--- config.mk ---
export PLATFORM = sky130hd
export DESIGN_NAME = mm_bus_master_ctrl
export DESIGN_NICKNAME = d
export VERILOG_FILES = /design/src/hdl/mm_master_pkg.sv /design/src/hdl/rd_track_if.sv /design/src/hdl/mm_bus_master_ctrl.sv /design/src/hdl/mm_read_tracker.sv
export VERILOG_INCLUDE_DIRS = /design/src /design/src/hdl
export SDC_FILE = /design/constraint.sdc
export NUM_CORES = 1
export LEC_CHECK = 0
export BUFFER_PORTS_ARGS = -buffer_cell sky130_fd_sc_hd__buf_4
export CAP_MARGIN = 0
export CORE_ASPECT_RATIO = 1.5
export CORE_MARGIN = 2
export CORE_UTILIZATION = 45
export DETAILED_ROUTE_END_ITERATION = 12
export HOLD_SLACK_MARGIN = 0.02
export PLACE_DENSITY_LB_ADDON = 0.3
export SYNTH_ARGS = -nofsm -noshare
export SYNTH_HDL_FRONTEND = slang
export SYNTH_SLANG_ARGS = --single-unit
--- constraint.sdc ---
create_clock -name clock -period 2.9 [get_ports clock]
set_input_delay 0.58 -clock clock [delete_from_list [all_inputs] [get_ports clock]]
set_output_delay 0.58 -clock clock [all_outputs]
set_load 0.01 [all_outputs]
--- src/hdl/mm_master_defines.svh ---
// Constants for the memory-mapped bus master control block.
// Assumes inclusion by bare name from every design file that needs them.
`ifndef MM_MASTER_DEFINES_SVH
`define MM_MASTER_DEFINES_SVH

// Bus widths.
`define MM_ADDR_W      32
`define MM_DATA_W      32
`define MM_BE_W        4
`define MM_BURST_W     11

// Burst length limits: at least one, at most two to the power of width minus one.
`define MM_BURST_MIN   11'h001
`define MM_BURST_MAX   11'h400

// Outstanding read counter.
`define MM_CNT_W       16
`define MM_CNT_ZERO    16'h0000
`define MM_CNT_ONE     16'h0001

// Idle cycles a held grant may stay unused before the block lets it go.
`define MM_LOCK_IDLE_W     8
`define MM_LOCK_IDLE_MAX   8'hFF
`define MM_LOCK_IDLE_ZERO  8'h00
`define MM_LOCK_IDLE_ONE   8'h01

`endif

--- src/hdl/mm_master_pkg.sv ---
// Types shared by the memory-mapped bus master control block.
// Assumes mm_master_defines.svh is on the include path.
package mm_master_pkg;

  // Bus phase of the master: nothing on the bus, or a transfer being offered.
  typedef enum logic [0:0] {
    ST_IDLE = 1'b0,
    ST_BUSY = 1'b1
  } bus_state_t;

endpackage

--- src/hdl/rd_track_if.sv ---
// Carrier between the master control and its outstanding read tracker.
// Assumes both ends run on the same bus clock.
`include "mm_master_defines.svh"

interface rd_track_if;
  logic                 read_taken;
  logic                 flush_taken;
  logic                 rsp_take;
  logic [`MM_CNT_W-1:0] pending;

  modport ctrl (output read_taken, output flush_taken, input rsp_take, input pending);
  modport trk  (input read_taken, input flush_taken, output rsp_take, output pending);
endinterface

--- src/hdl/mm_bus_master_ctrl.sv ---
// Master-side control and handshake logic for an on-chip memory-mapped bus.
// Assumes the fabric, arbiter and slaves run on the same clock as this block.
//
// Behaviour
// (RL1) Transfer incomplete until stall request drops.
// (RL2) Hold all control outputs while stalled.
// (RL3) Fabric drives stall while not ready.
// (RL4) Arbiter keeps grant while grant-hold stays high.
// (RL5) Grant-hold rises and falls with read/write.
// (RL6) Bursting build carries no grant-hold.
// (RL7) Arbiter ignores priority for grant-hold masters.
// (RL8) Grant-hold does not win arbitration itself.
// (RL9) Grant-hold is always released eventually.
// (RL10) Fabric flags valid read data cycles.
// (RL11) Returned read words qualified by valid flag.
// (RL12) Discard drops all earlier outstanding reads.
// (RL13) Burst length output never below one.
// (RL14) Burst length at most two power n-1.
// (RL15) Optional whole-system reset request output.
// (RL16) All signals active high here; reset_n is active low.
// (RL17) Fabric returns read data in order.
// (RL18) Read issued with discard survives it.
// (RL19) Count outstanding reads, clear on discard.
`include "mm_master_defines.svh"

module mm_bus_master_ctrl
  import mm_master_pkg::*;
#(
  parameter bit ENABLE_BURST = 1'b0
) (
  input  wire logic                   clock,
  input  wire logic                   reset_n,
  // User command side.
  input  wire logic                   cmd_valid,
  output wire logic                   cmd_ready,
  input  wire logic                   cmd_read,
  input  wire logic [`MM_ADDR_W-1:0]  cmd_addr,
  input  wire logic [`MM_DATA_W-1:0]  cmd_wdata,
  input  wire logic [`MM_BE_W-1:0]    cmd_be,
  input  wire logic [`MM_BURST_W-1:0] cmd_burst,
  input  wire logic                   cmd_lock,
  input  wire logic                   cmd_flush,
  input  wire logic                   sys_reset_req,
  // User response side.
  output logic                        rsp_valid,
  output logic [`MM_DATA_W-1:0]       rsp_data,
  output wire logic [`MM_CNT_W-1:0]   rd_pending,
  // Fabric side.
  output logic [`MM_ADDR_W-1:0]       address,
  output logic                        read,
  output logic                        write,
  output logic [`MM_DATA_W-1:0]       writedata,
  output logic [`MM_BE_W-1:0]         byteenable,
  output logic [`MM_BURST_W-1:0]      burstcount,
  output logic                        arbiterlock,
  output logic                        flush,
  output logic                        resetrequest,
  input  wire logic                   waitrequest,
  input  wire logic                   readdatavalid,
  input  wire logic [`MM_DATA_W-1:0]  readdata
);

  rd_track_if trk_bus ();

  bus_state_t                 state_q;
  bus_state_t                 state_d;
  logic                       seq_q;
  logic                       seq_d;
  logic                       lock_d;
  logic [`MM_LOCK_IDLE_W-1:0] idle_q;
  logic [`MM_LOCK_IDLE_W-1:0] idle_d;

  logic                       done;
  logic                       take;
  logic                       lock_timeout;
  logic                       lock_ok;
  logic [`MM_BURST_W-1:0]     burst_legal;

  // Clamp a requested burst length into the legal range.
  function automatic logic [`MM_BURST_W-1:0] clamp_burst(input logic [`MM_BURST_W-1:0] n);
    if (n < `MM_BURST_MIN) begin
      clamp_burst = `MM_BURST_MIN; // [RL13]
    end else if (n > `MM_BURST_MAX) begin
      clamp_burst = `MM_BURST_MAX; // [RL14]
    end else begin
      clamp_burst = n;
    end
  endfunction

  // A transfer ends only on an edge that sees the stall request low, and a new
  // command is taken then or while nothing is on the bus.
  assign done      = (state_q == ST_BUSY) && !waitrequest; // [RL1]
  assign cmd_ready = (state_q == ST_IDLE) || done;         // [RL1] [RL2]
  assign take      = cmd_valid && cmd_ready;

  // Grant-hold exists only in the non-bursting build, which fixes length at one; bursting builds
  // clamp the length and drop grant-hold instead. The choice is fixed at elaboration.
  assign lock_ok     = !ENABLE_BURST;                                          // [RL6]
  assign burst_legal = ENABLE_BURST ? clamp_burst(cmd_burst) : `MM_BURST_MIN; // [RL13] [RL14]

  // The held grant is dropped after a long run of unused cycles, so a user that
  // forgets to end a locked sequence cannot starve every other master.
  assign lock_timeout = seq_q && (state_q == ST_IDLE) && !take
                        && (idle_q == `MM_LOCK_IDLE_MAX); // [RL9]

  // Tracker hookup: a read counts when the fabric takes it, a flush likewise.
  assign trk_bus.read_taken  = done && read;  // [RL19]
  assign trk_bus.flush_taken = done && flush; // [RL12]
  assign rd_pending          = trk_bus.pending;

  // Next bus phase.
  always_comb begin
    state_d = state_q;
    case (state_q)
      ST_IDLE: begin
        if (take) begin
          state_d = ST_BUSY;
        end
      end
      ST_BUSY: begin
        if (done && !take) begin
          state_d = ST_IDLE;
        end
      end
      default: begin
        state_d = ST_IDLE;
      end
    endcase
  end

  // Locked sequence tracking. A command with cmd_lock high says more locked
  // transfers follow; the first one with it low is the last of the sequence.
  always_comb begin
    seq_d  = seq_q;
    lock_d = arbiterlock;
    idle_d = `MM_LOCK_IDLE_ZERO;
    if (take) begin
      seq_d  = cmd_lock && lock_ok;
      lock_d = (cmd_lock || seq_q) && lock_ok; // [RL5] [RL8]
    end else if (lock_timeout) begin
      seq_d  = 1'b0;
      lock_d = 1'b0; // [RL9]
    end else if (done && !seq_q) begin
      lock_d = 1'b0; // [RL5]
    end else if (seq_q && state_q == ST_IDLE) begin
      idle_d = idle_q + `MM_LOCK_IDLE_ONE;
    end
  end

  // Bus phase and lock registers.
  always_ff @(posedge clock) begin
    if (!reset_n) begin
      state_q     <= ST_IDLE;
      seq_q       <= 1'b0;
      idle_q      <= `MM_LOCK_IDLE_ZERO;
      arbiterlock <= 1'b0;
    end else begin
      state_q     <= state_d;
      seq_q       <= seq_d;
      idle_q      <= idle_d;
      arbiterlock <= lock_d; // [RL5]
    end
  end

  // Strobes. They change only on take or completion, so a stalled transfer keeps
  // every control output steady.
  always_ff @(posedge clock) begin
    if (!reset_n) begin
      read  <= 1'b0;
      write <= 1'b0;
      flush <= 1'b0;
    end else if (take) begin
      read  <= cmd_read;
      write <= !cmd_read;
      flush <= cmd_flush; // [RL12]
    end else if (done) begin
      read  <= 1'b0; // [RL1]
      write <= 1'b0;
      flush <= 1'b0;
    end
  end

  // Address and data fields are loaded only when a command is taken.
  always_ff @(posedge clock) begin
    if (!reset_n) begin
      address    <= '0;
      writedata  <= '0;
      byteenable <= '0;
      burstcount <= `MM_BURST_MIN; // [RL13]
    end else if (take) begin
      address    <= cmd_addr; // [RL2]
      writedata  <= cmd_wdata;
      byteenable <= cmd_be;
      burstcount <= burst_legal;
    end
  end

  // Read responses are captured only when qualified by the tracker.
  always_ff @(posedge clock) begin
    if (!reset_n) begin
      rsp_valid <= 1'b0;
      rsp_data  <= '0;
    end else begin
      rsp_valid <= trk_bus.rsp_take; // [RL11]
      if (trk_bus.rsp_take) begin
        rsp_data <= readdata;
      end
    end
  end

  // System reset request, registered; all pins here except reset_n are active high.
  always_ff @(posedge clock) begin
    if (!reset_n) begin
      resetrequest <= 1'b0;
    end else begin
      resetrequest <= sys_reset_req; // [RL15] [RL16]
    end
  end

  mm_read_tracker u_tracker (
    .clock         (clock),
    .reset_n       (reset_n),
    .readdatavalid (readdatavalid),
    .trk           (trk_bus.trk)
  );

endmodule

--- src/hdl/mm_read_tracker.sv ---
// Outstanding pipelined read counter with response qualification.
// Assumes the fabric returns responses in issue order and drops flushed ones.
`include "mm_master_defines.svh"

module mm_read_tracker (
  input  wire logic  clock,
  input  wire logic  reset_n,
  input  wire logic  readdatavalid,
  rd_track_if.trk    trk
);

  logic [`MM_CNT_W-1:0] count_q;
  logic [`MM_CNT_W-1:0] count_d;
  logic                 have_pending;
  logic [`MM_CNT_W-1:0] after_inc;

  // A response is only used while a read is known to be outstanding, and never in a
  // flush cycle, since anything arriving then answers a read that was cancelled.
  assign have_pending = (count_q != `MM_CNT_ZERO);
  assign trk.rsp_take = readdatavalid && have_pending && !trk.flush_taken; // [RL11] [RL12]
  assign trk.pending  = count_q;

  assign after_inc = trk.read_taken ? count_q + `MM_CNT_ONE : count_q; // [RL19]

  // A flush clears the count, but a read taken in that same cycle survives it.
  assign count_d = trk.flush_taken ? (trk.read_taken ? `MM_CNT_ONE : `MM_CNT_ZERO) // [RL18]
                 : (trk.rsp_take ? after_inc - `MM_CNT_ONE : after_inc);           // [RL19]

  // Counter register.
  always_ff @(posedge clock) begin
    if (!reset_n) begin
      count_q <= `MM_CNT_ZERO;
    end else begin
      count_q <= count_d;
    end
  end

endmodule

Yosys cells after proc, flatten, opt, wreduce, memory -nomap -nowiden. Index checks and enable logic that the tools add are counted.

Add/subtract/negate cells: 3. Bitwise logic cells: 3. Eq/ne operators: 1. Reduce and logical (&&, ||, !) cells: 23. Muxes and demuxes: 16.

Operators with widths (number): 16-bit 2-to-1 mux (3); 16-bit by 1-bit adder with 16-bit output (second input constant) (1); 16-bit nonzero test (1); 16-bit by 1-bit subtractor with 16-bit output (second input constant) (1); 1-bit 2-to-1 mux (12); 1-bit logical AND (11); 8-bit by 1-bit adder with 8-bit output (second input constant) (1); 8-bit equality test (second input constant) (1); 1-bit logical NOT (5); 5-bit OR reduction (1); 2-bit nonzero test (2); 1-bit inverter (3); 3-bit nonzero test (1); 1-bit logical OR (2); 1-bit one-hot mux with 2 select lines (1).

Register bits: 132. Logic and storage cells: 60. Input bits: 120.

Longest topological paths before layout. Gate-level depths: netlist of the first run.

Depth in word-level cells: 9. Gate-level depth with buffers: 9.

Modules after synthesis. Synthesis of the first run repeated with hierarchy kept, for this count alone.

Cells, all modules: 664. Area, all modules: 5989.5 µm².

Modules (own cells, without submodules): mm_bus_master_ctrl (cells each 484, seq. area each 2322.2 µm², area each 4536.9 µm², times used 1); mm_read_tracker (cells each 180, seq. area each 320.3 µm², area each 1452.6 µm², times used 1).

Worst setup path after synthesis of the first run. Ideal clock, no wire load.

Path kind: in2reg. Start: in waitrequest. End: reg u_tracker.count_q[11] (netlist: u_tracker.trk.pending[11]). Arrival time: 2095 ps. Setup time: 72 ps. Path slack: 733 ps. Buffers on the path: 0. Stages: 6. Cell sequence: nand4b_2 o31a_1 a211o_4 nor4b_2 a2bb2oi_2 mux2i_1.

Cells in the longest elaborated chain, start to end: 7. Elaborated cells on any way between the ends: 10. Classes of those cells: add/sub (1); mux (3); reduce/logical (6).

Ends and longest elaborated chain: start, declared (RTL line mm_bus_master_ctrl.sv:58) `input wire logic waitrequest,`; 1-bit logical NOT (*) (RTL line mm_bus_master_ctrl.sv:92) `assign done = (state_q == ST_BUSY) && !waitrequest;`; 1-bit logical AND (*) (RTL line mm_bus_master_ctrl.sv:92); 1-bit logical AND (on tied branches) (RTL line mm_bus_master_ctrl.sv:107, mm_bus_master_ctrl.sv:108); 16-bit 2-to-1 mux or 1-bit logical NOT (tied branches) (RTL line mm_read_tracker.sv:23, mm_read_tracker.sv:20); 16-bit by 1-bit subtractor with 16-bit output (no line) or 1-bit logical AND (tied branches); 16-bit 2-to-1 mux (RTL line mm_read_tracker.sv:27) `` : (trk.rsp_take ? after_inc - `MM_CNT_ONE : after_inc); ``; 16-bit 2-to-1 mux (*) (RTL line mm_read_tracker.sv:26) `` assign count_d = trk.flush_taken ? (trk.read_taken ? `MM_CNT_ONE : `MM_CNT_ZERO) ``; end signal, assigned (RTL line mm_read_tracker.sv:32) `` count_q <= `MM_CNT_ZERO; ``; end signal, assigned (RTL line mm_read_tracker.sv:34) `count_q <= count_d;`; end, declared (RTL line mm_read_tracker.sv:12) `` logic [`MM_CNT_W-1:0] count_q; ``.

Every way passes the cells marked *; elsewhere a longest branch is shown, timed or not. A chain may end at the register's enable or synchronous reset.

Worst setup path in the final report of the first run.
Start: reg u_tracker.count_q[1] (netlist: u_tracker.trk.pending[1]). End: reg u_tracker.count_q[14] (netlist: u_tracker.trk.pending[14]).

Cells in the longest elaborated chain, start to end: 5. Elaborated cells on any way between the ends: 8. Classes of those cells: add/sub (2); mux (3); reduce/logical (3).

Ends and longest elaborated chain (RTL line): 16-bit by 1-bit adder with 16-bit output (no line) or 16-bit nonzero test (tied branches); 16-bit 2-to-1 mux or 1-bit logical AND (tied branches) (mm_read_tracker.sv:23, mm_read_tracker.sv:20); 16-bit by 1-bit subtractor with 16-bit output (no line) or 1-bit logical AND (tied branches); 16-bit 2-to-1 mux (*) (mm_read_tracker.sv:27); 16-bit 2-to-1 mux (*) (mm_read_tracker.sv:26).

Marked as above.

==> flow_summary_export.csv, run 1 <==
group,metric,value,unit
route,vias,5389,
clock_tree,clkLatencyLatePin,0.41,ns
cells_and_area,drive_above_1_share,0.3101,
floorplanning,core_region_area,0.01283,mm²
route,firstDrtPassIters,4,
run,drv_cap,0,
synth,synth_flop_cell,"dfxtp_1",
sta,rsz0062_at_grt,"false",
clock_tree,path_clk_slew,0.06,ns
pwr,p_sw_frac,0.3602,
synth,synth_cells,697,
sta,skew,0.007300,ns
cells_and_area,diodes,0,
worst_setup_path,cp_cell_sequence,"ha_1 > nand2_1 > nor4_1 > o21ai_1 > a211oi_2 > and4_1 > nor3_2",
worst_setup_path,critPathBufInv,0,
floorplanning,die_h,143.6,µm
clock_tree,cts.sinks,132,
sta,min_period,2.427,ns
sta,finalCritPeriodShare,0.8371,
global_routing,use_met1,0.2312,
clock_tree,cts_buffers,17,
place,dpl.hpwl,10890,µm
global_routing,grt_pass1_vias,5112,
pwr,finalPower,6.773,mW
cells_and_area,fin_cells,1078,
route,via_per_inst,4.999,
global_routing,grt_pass1_wl,23970,µm
sta,tightestPinTransition,0.5577,ns
pwr,ir_drop,0.4447,mV
place,routabilityCongestion,0.8823,
worst_setup_path,critPathKind,"reg -> reg",
floorplanning,start_util,0.4558,
worst_setup_path,worstSetupStartpointType,"flip-flop",
synth,async_reset_ff_frac,0,
pwr,p_per_area,835.3,mW/mm²
floorplanning,ios,254,
worst_setup_path,critPathMaxStageDelay,0.49,ns
clock_tree,clock_path_buffers,2,
floorplanning,die-area,0.01394,mm²
pwr,seq_power_share,0.360,
cells_and_area,nNetsFinal,1030,
global_routing,grt-busiest-layer,"met2",
floorplanning,rows,51,
clock_tree,post_cts_resized,0,
sta,slew_violations,0,
place,port_buffers,231,
cells_and_area,area_growth,38.72,%
clock_tree,cts_setup_buffers,0,
sta,setup_violations,0,
floorplanning,chipWidth,97.06,µm
global_routing,grt_remaining_overflow,0,
place,dp_cells,1046,
worst_setup_path,crit_family,"simple AND/OR/NAND/NOR gates",
global_routing,use_met2,0.3743,
sta,timing.fmax,412.0,MHz
global_routing,antenna_found_initial,0,
route,ant_nets,0,
pwr,p_clk_frac,0.285,
synth,avgSynthCellArea,8.387,µm²
global_routing,track_usage,0.2112,
synth,synth.distinct_cells,63,
global_routing,grt_max_degree,61,
clock_tree,cts_tree,"done",
sta,hold_viol,0,
worst_setup_path,worstPathMaxFanout,9,
worst_setup_path,worst_setup_path_end_kind,"flip-flop",
pwr,p_comb_frac,0.355,
pwr,power_switching,2.439,mW
hold_path,min_path_type,"in -> reg",
pwr,internal_power,4.334,mW
cells_and_area,fillerInstances,1151,
synth,synth-edff-count,0,
synth,yosys_warnings,0,
clock_tree,root_buffer,"clkbuf_16",
clock_tree,cts.hold.buffers_added,0,
synth,synth_seq_cells,132,
synth,seq_area_frac_synth,0.4521,
pwr,p_leak,3.553,nW
route,drc_errors,0,
sta,worst_slack,0.4725,ns
place,dpl_worst_slack,0.2348,ns
clock_tree,cts_max_level,4,
outcome,status,"finished clean",
global_routing,use_met3,0.06615,
route,wirelength,15180,µm
route,wl_per_cell,14.08,µm
worst_setup_path,arrival,2.71,ns
worst_setup_path,slowest_stage,"dfxtp_1",
worst_setup_path,crit_required,3.18,ns
route,drt_iter0_markers,171,
sta,slew_headroom,0.6254,
sta,tns,0,ns
synth,synth.cell_area,0.005846,mm²
-- synthesized netlist by cell type, types with 3 or more instances --
cell type,count,share of area
and4_1,3,0.0045
xor2_1,8,0.012
inv_1,4,0.0026
o21ai_0,5,0.0043
dfxtp_1,132,0.45
nand3_1,13,0.011
a21boi_0,101,0.13
nand2b_1,4,0.0043
nor4_1,5,0.0054
clkbuf_1,28,0.018
and3_1,4,0.0043
nand2_1,228,0.15
nor2b_1,6,0.0064
nor2_1,22,0.014
nor3_1,16,0.014
a21o_1,3,0.0039
a21oi_1,5,0.0043
and2_1,5,0.0054
buf_1,5,0.0032
a22oi_1,3,0.0039
buf_6,6,0.012
buf_4,12,0.015
o21a_1,3,0.0039
mux2i_1,5,0.0086
nand4_1,5,0.0054
xnor2_1,16,0.024
ha_1,4,0.0086
-- layer usage --
metal  wire length (µm)  vias to the layer above  share of wire
met5                  0                        -              0
met4                450                        0          0.030
met3               1071                       33          0.071
met2               7772                      194           0.51
met1               5883                     2437           0.39
li1                   -                     2725              -
-- registers in the layout (all words and copies together), names as in the netlist, 4 cells and up --
register               cells
u_tracker.trk.pending     16
rsp_data                  32
byteenable                 4
address                   32
idle_q                     8
writedata                 32
-- power by group through the flow --
stage	Clock [mW]	Combinational, mW	Sequential [mW]
2_1_floorplan	0	1.58	2.49
3_3_place_gp	0	2.40	2.47
3_5_place_dp	0	2.42	2.48
4_1_cts	1.98	2.43	2.44
5_1_grt	2.05	2.64	2.49
6_report	1.93	2.40	2.44
-- kinds of logic (layout without fill, tap and decap cells) --
logic type	count (synthesis)	count (layout)	share of synthesized area
buf+inv	59	272	0.05415
mux	5	5	0.008562
other cells	2	11	0.001285
fa+ha+maj	4	4	0.008562
simple gates	330	330	0.2551
flops	132	132	0.4521
compound gates	141	141	0.1843
xor+xnor	24	24	0.03596
-- worst register-to-register path, cell delays in order, from the launching register on --
cell and delay (ns):
dfxtp_1 0.49, ha_1 0.35, nand2_1 0.21, nor4_1 0.38, o21ai_1 0.16, a211oi_2 0.41, and4_1 0.27, nor3_2 0.04
-- layout by cell type (no fill, tap or decap), types with 3 or more instances in the layout --
| cell | synthesis | routed |
|---|---|---|
| nand3_1 | 13 | 13 |
| and4_1 | 3 | 3 |
| a21boi_0 | 101 | 101 |
| ha_1 | 4 | 4 |
| nor2b_1 | 6 | 6 |
| xor2_1 | 8 | 8 |
| o21ai_0 | 5 | 5 |
| nand2b_1 | 4 | 4 |
| inv_6 | 0 | 5 |
| a21o_1 | 3 | 3 |
| o21a_1 | 3 | 3 |
| nand2_1 | 228 | 227 |
| and2_1 | 5 | 4 |
| clkinv_2 | 0 | 3 |
| mux2i_1 | 5 | 5 |
| conb_1 | 2 | 11 |
| nor3_1 | 16 | 16 |
| a22oi_1 | 3 | 3 |
| clkinvlp_4 | 0 | 3 |
| inv_1 | 4 | 4 |
| nor4_1 | 5 | 5 |
| clkbuf_16 | 0 | 17 |
| nor2_1 | 22 | 22 |
| xnor2_1 | 16 | 16 |
| nand4_1 | 5 | 5 |
| dfxtp_1 | 132 | 132 |
| and3_1 | 4 | 4 |
| a21oi_1 | 5 | 5 |
| buf_4 | 12 | 234 |
-- layout make-up --
type	count	area, µm²	area share
clock buffers	19	432.9	0.05339
clock inverters	13	98.84	0.01219
inverters	4	15.01	0.001852
multi-input cells	515	2924	0.3606
flip-flops and latches	132	2643	0.3259
well taps	159	198.9	0.02453
repair buffers	236	1797	0.2216
-- final timing paths --
kind / cells after the start / startpoint / slack, ns / endpoint
hold reg to reg: 2 / rsp_data[7] / 0.46 / rsp_data[7]
hold / removal: 2 / sys_reset_req / 0.39 / resetrequest
setup / recovery: 7 / u_tracker.trk.pending[1] / 0.47 / u_tracker.trk.pending[14]
setup reg to reg: 7 / u_tracker.trk.pending[1] / 0.47 / u_tracker.trk.pending[14]
-- through the flow --
stage | util | area [µm²] | hold slack [ns]
6_report | 0.6322 | 8109 | 0.3912
5_1_grt | 0.6322 | 8109 | 0.3841
4_1_cts | 0.6322 | 8109 | 0.3838
3_5_place_dp | 0.5908 | 7577 | 0.4576
3_3_place_gp | 0.5908 | 7577 | 0.4469
2_1_floorplan | - | 5879 | 0.4299
Note: power is estimated with default switching activity, not from simulation.
==> run 2, diff against run 1 <==
- CORE_UTILIZATION: 45 -> 43
- clock period: 2.9 -> 2.19 ns (I/O delays scaled with it)
==> run 2 against run 1 <==
Fmax increased by 15%. Count of clock-buffer cells in the layout unchanged. Non-clock buffer count increased by 45. Worst setup slack got worse by 0.40 ns. Die area increased by 4.5%. Clock power increased by 63%. Register-to-register slack got worse by 0.40 ns. Flip-flop and latch count unchanged.
==> flow_summary_export.csv, run 2 (same netlist as run 1, synthesis figures left out) <==
group,metric,value,unit
sta,fin_hold_ws,0.2430,ns
clock_tree,path_clk_slew,0.06,ns
cells_and_area,nNetsFinal,1075,
run,drv_cap,0,
pwr,ir_drop,0.6453,mV
pwr,p_per_area,1174,mW/mm²
pwr,p_leak,3.847,nW
worst_setup_path,arrival,2.40,ns
global_routing,grt_pass1_wl,26130,µm
clock_tree,cts.sinks,132,
route,firstDrtPassIters,4,
sta,skew,0.008723,ns
cells_and_area,fin_cells,1126,
worst_setup_path,cp_cell_sequence,"ha_2 > and4_1 > o211ai_1 > a211o_4 > nor3_4 > and4_1 > nor3_2",
clock_tree,clock_path_buffers,2,
cells_and_area,reg_top3,"address: 32 flops, rsp_data: 32 flops, writedata: 32 flops",
floorplanning,rows,52,
place,dpl.hpwl,11780,µm
hold_path,min_path_type,"in -> reg",
sta,timing.fmax,473.1,MHz
route,ant_nets,0,
global_routing,grt_remaining_overflow,0,
route,vias,5482,
place,routabilityCongestion,0.9501,
sta,hold_viol,0,
route,wirelength,16230,µm
sta,slew_headroom,0.6302,
sta,min_period,2.114,ns
cells_and_area,layout_commonest_cell,"buf_4",
place,dp_cells,1092,
clock_tree,cts.hold.buffers_added,0,
worst_setup_path,timing.critical_path.mode_cell,"and4_1",
outcome,status,"finished clean",
worst_setup_path,slowest_stage,"a211o_4",
route,wl_per_cell,14.41,µm
worst_setup_path,worstSetupStartpointType,"flip-flop",
cells_and_area,area_growth,47.80,%
cells_and_area,diodes,0,
floorplanning,die-area,0.01456,mm²
global_routing,grt_max_degree,77,
clock_tree,clkLatencyLatePin,0.41,ns
cells_and_area,drive_above_1_share,0.3475,
worst_setup_path,worst_setup_path_end_kind,"flip-flop",
floorplanning,ios,254,
route,via_per_inst,4.869,
route,drt_iter0_markers,158,
worst_setup_path,worstPathMaxFanout,6,
sta,rsz0062_at_grt,"true",
sta,slew_violations,0,
floorplanning,core_region_area,0.01340,mm²
clock_tree,root_buffer,"clkbuf_16",
worst_setup_path,crit_required,2.47,ns
worst_setup_path,critPathMaxStageDelay,0.41,ns
worst_setup_path,critPathKind,"reg -> reg",
cells_and_area,final_cell_mix,"buf_4 (275), nand2_1 (227), dfxtp_1 (131), a21boi_0 (101), nor2_1 (22)",
sta,setup_violations,0,
sta,tightestPinTransition,0.5546,ns
clock_tree,cts_max_level,4,
floorplanning,die_h,146.8,µm
floorplanning,chipWidth,99.20,µm
clock_tree,cts_buffers,17,
sta,finalCritPeriodShare,0.9653,
global_routing,antenna_found_initial,0,
place,port_buffers,231,
floorplanning,start_util,0.4361,
global_routing,grt_pass1_vias,5331,
global_routing,track_usage,0.2220,
clock_tree,cts_tree,"done",
route,drc_errors,0,
[run 2: cell types whose count changed in the layout (fill, tap and decap cells not counted), sizes merged]
cell      change
bufinv        +5
clkinv        -4
clkinvlp      -1
buf          +45
[run 2: area by class of cell]
| cell class | instances | area [µm²] |
|---|---|---|
| inverters | 4 | 15.01 |
| clock inverters | 13 | 220.2 |
| repair buffers | 281 | 2176 |
| well taps | 162 | 202.7 |
| clock buffers | 19 | 432.9 |
| fillers | 1162 | 4763 |
| multi-input cells | 515 | 2949 |
| flip-flops and latches | 132 | 2644 |
[run 2: worst paths after layout]
kind                            startpoint                        end  slack [ns]  cells past startpoint
hold reg to reg                address[28]                address[28]        0.46                      2
hold / removal               sys_reset_req               resetrequest        0.24                      2
setup reg to reg  u_tracker.trk.pending[1]  u_tracker.trk.pending[15]        0.08                      7
setup / recovery  u_tracker.trk.pending[1]  u_tracker.trk.pending[15]        0.08                      7
[run 2: per-layer routing]
metal / vias up / wire, µm / GRT usage
met1: 2455 / 6364 / 0.2515
met3: 33 / 1026 / 0.06232
met2: 188 / 8347 / 0.3838
met4: 0 / 486 / 0.1000
met5: - / 0 / 0
li1: 2806 / - / -
[run 2: stage by stage]
step                cell area (µm²)    TNS, ns  total power, mW  utilization  setup WS [ns]
finish                         8640          0            10.14       0.6446        0.07610
global route                   8640  -0.007065            10.73       0.6446      -0.005692
CTS                            8582          0            10.06       0.6403        0.02730
detailed placement             7929    -0.2161            6.864       0.5916       -0.07189
global placement               7929    -0.1557            6.802       0.5916       -0.04822
floorplan                      5879          0            5.394            -        0.05294
[run 2: power by group]
| group | internal, mW | switching [mW] | leakage, nW | total [mW] |
|---|---|---|---|---|
| registers | 2.80 | 0.334 | 1.08 | 3.13 |
| logic | 1.89 | 1.96 | 2.45 | 3.85 |
| clock network | 2.05 | 1.11 | 0.311 | 3.15 |
[run 2: critical path, delay by kind of cell, from the launching register on]
| family | cells | cell delay, ns |
|---|---|---|
| flip-flops | 1 | 0.38 |
| AO/OA/AOI/OAI | 2 | 0.55 |
| adder cells (fa/ha/maj) | 1 | 0.25 |
| AND/OR/NAND/NOR | 4 | 0.80 |
[run 2: timing repair]
| action | 4_1_cts | 5_1_grt |
|---|---|---|
| buffers inserted | 0 | 2 |
| resized for setup | 0 | 7 |
| endpoints found under the setup margin | 0 | 16 |
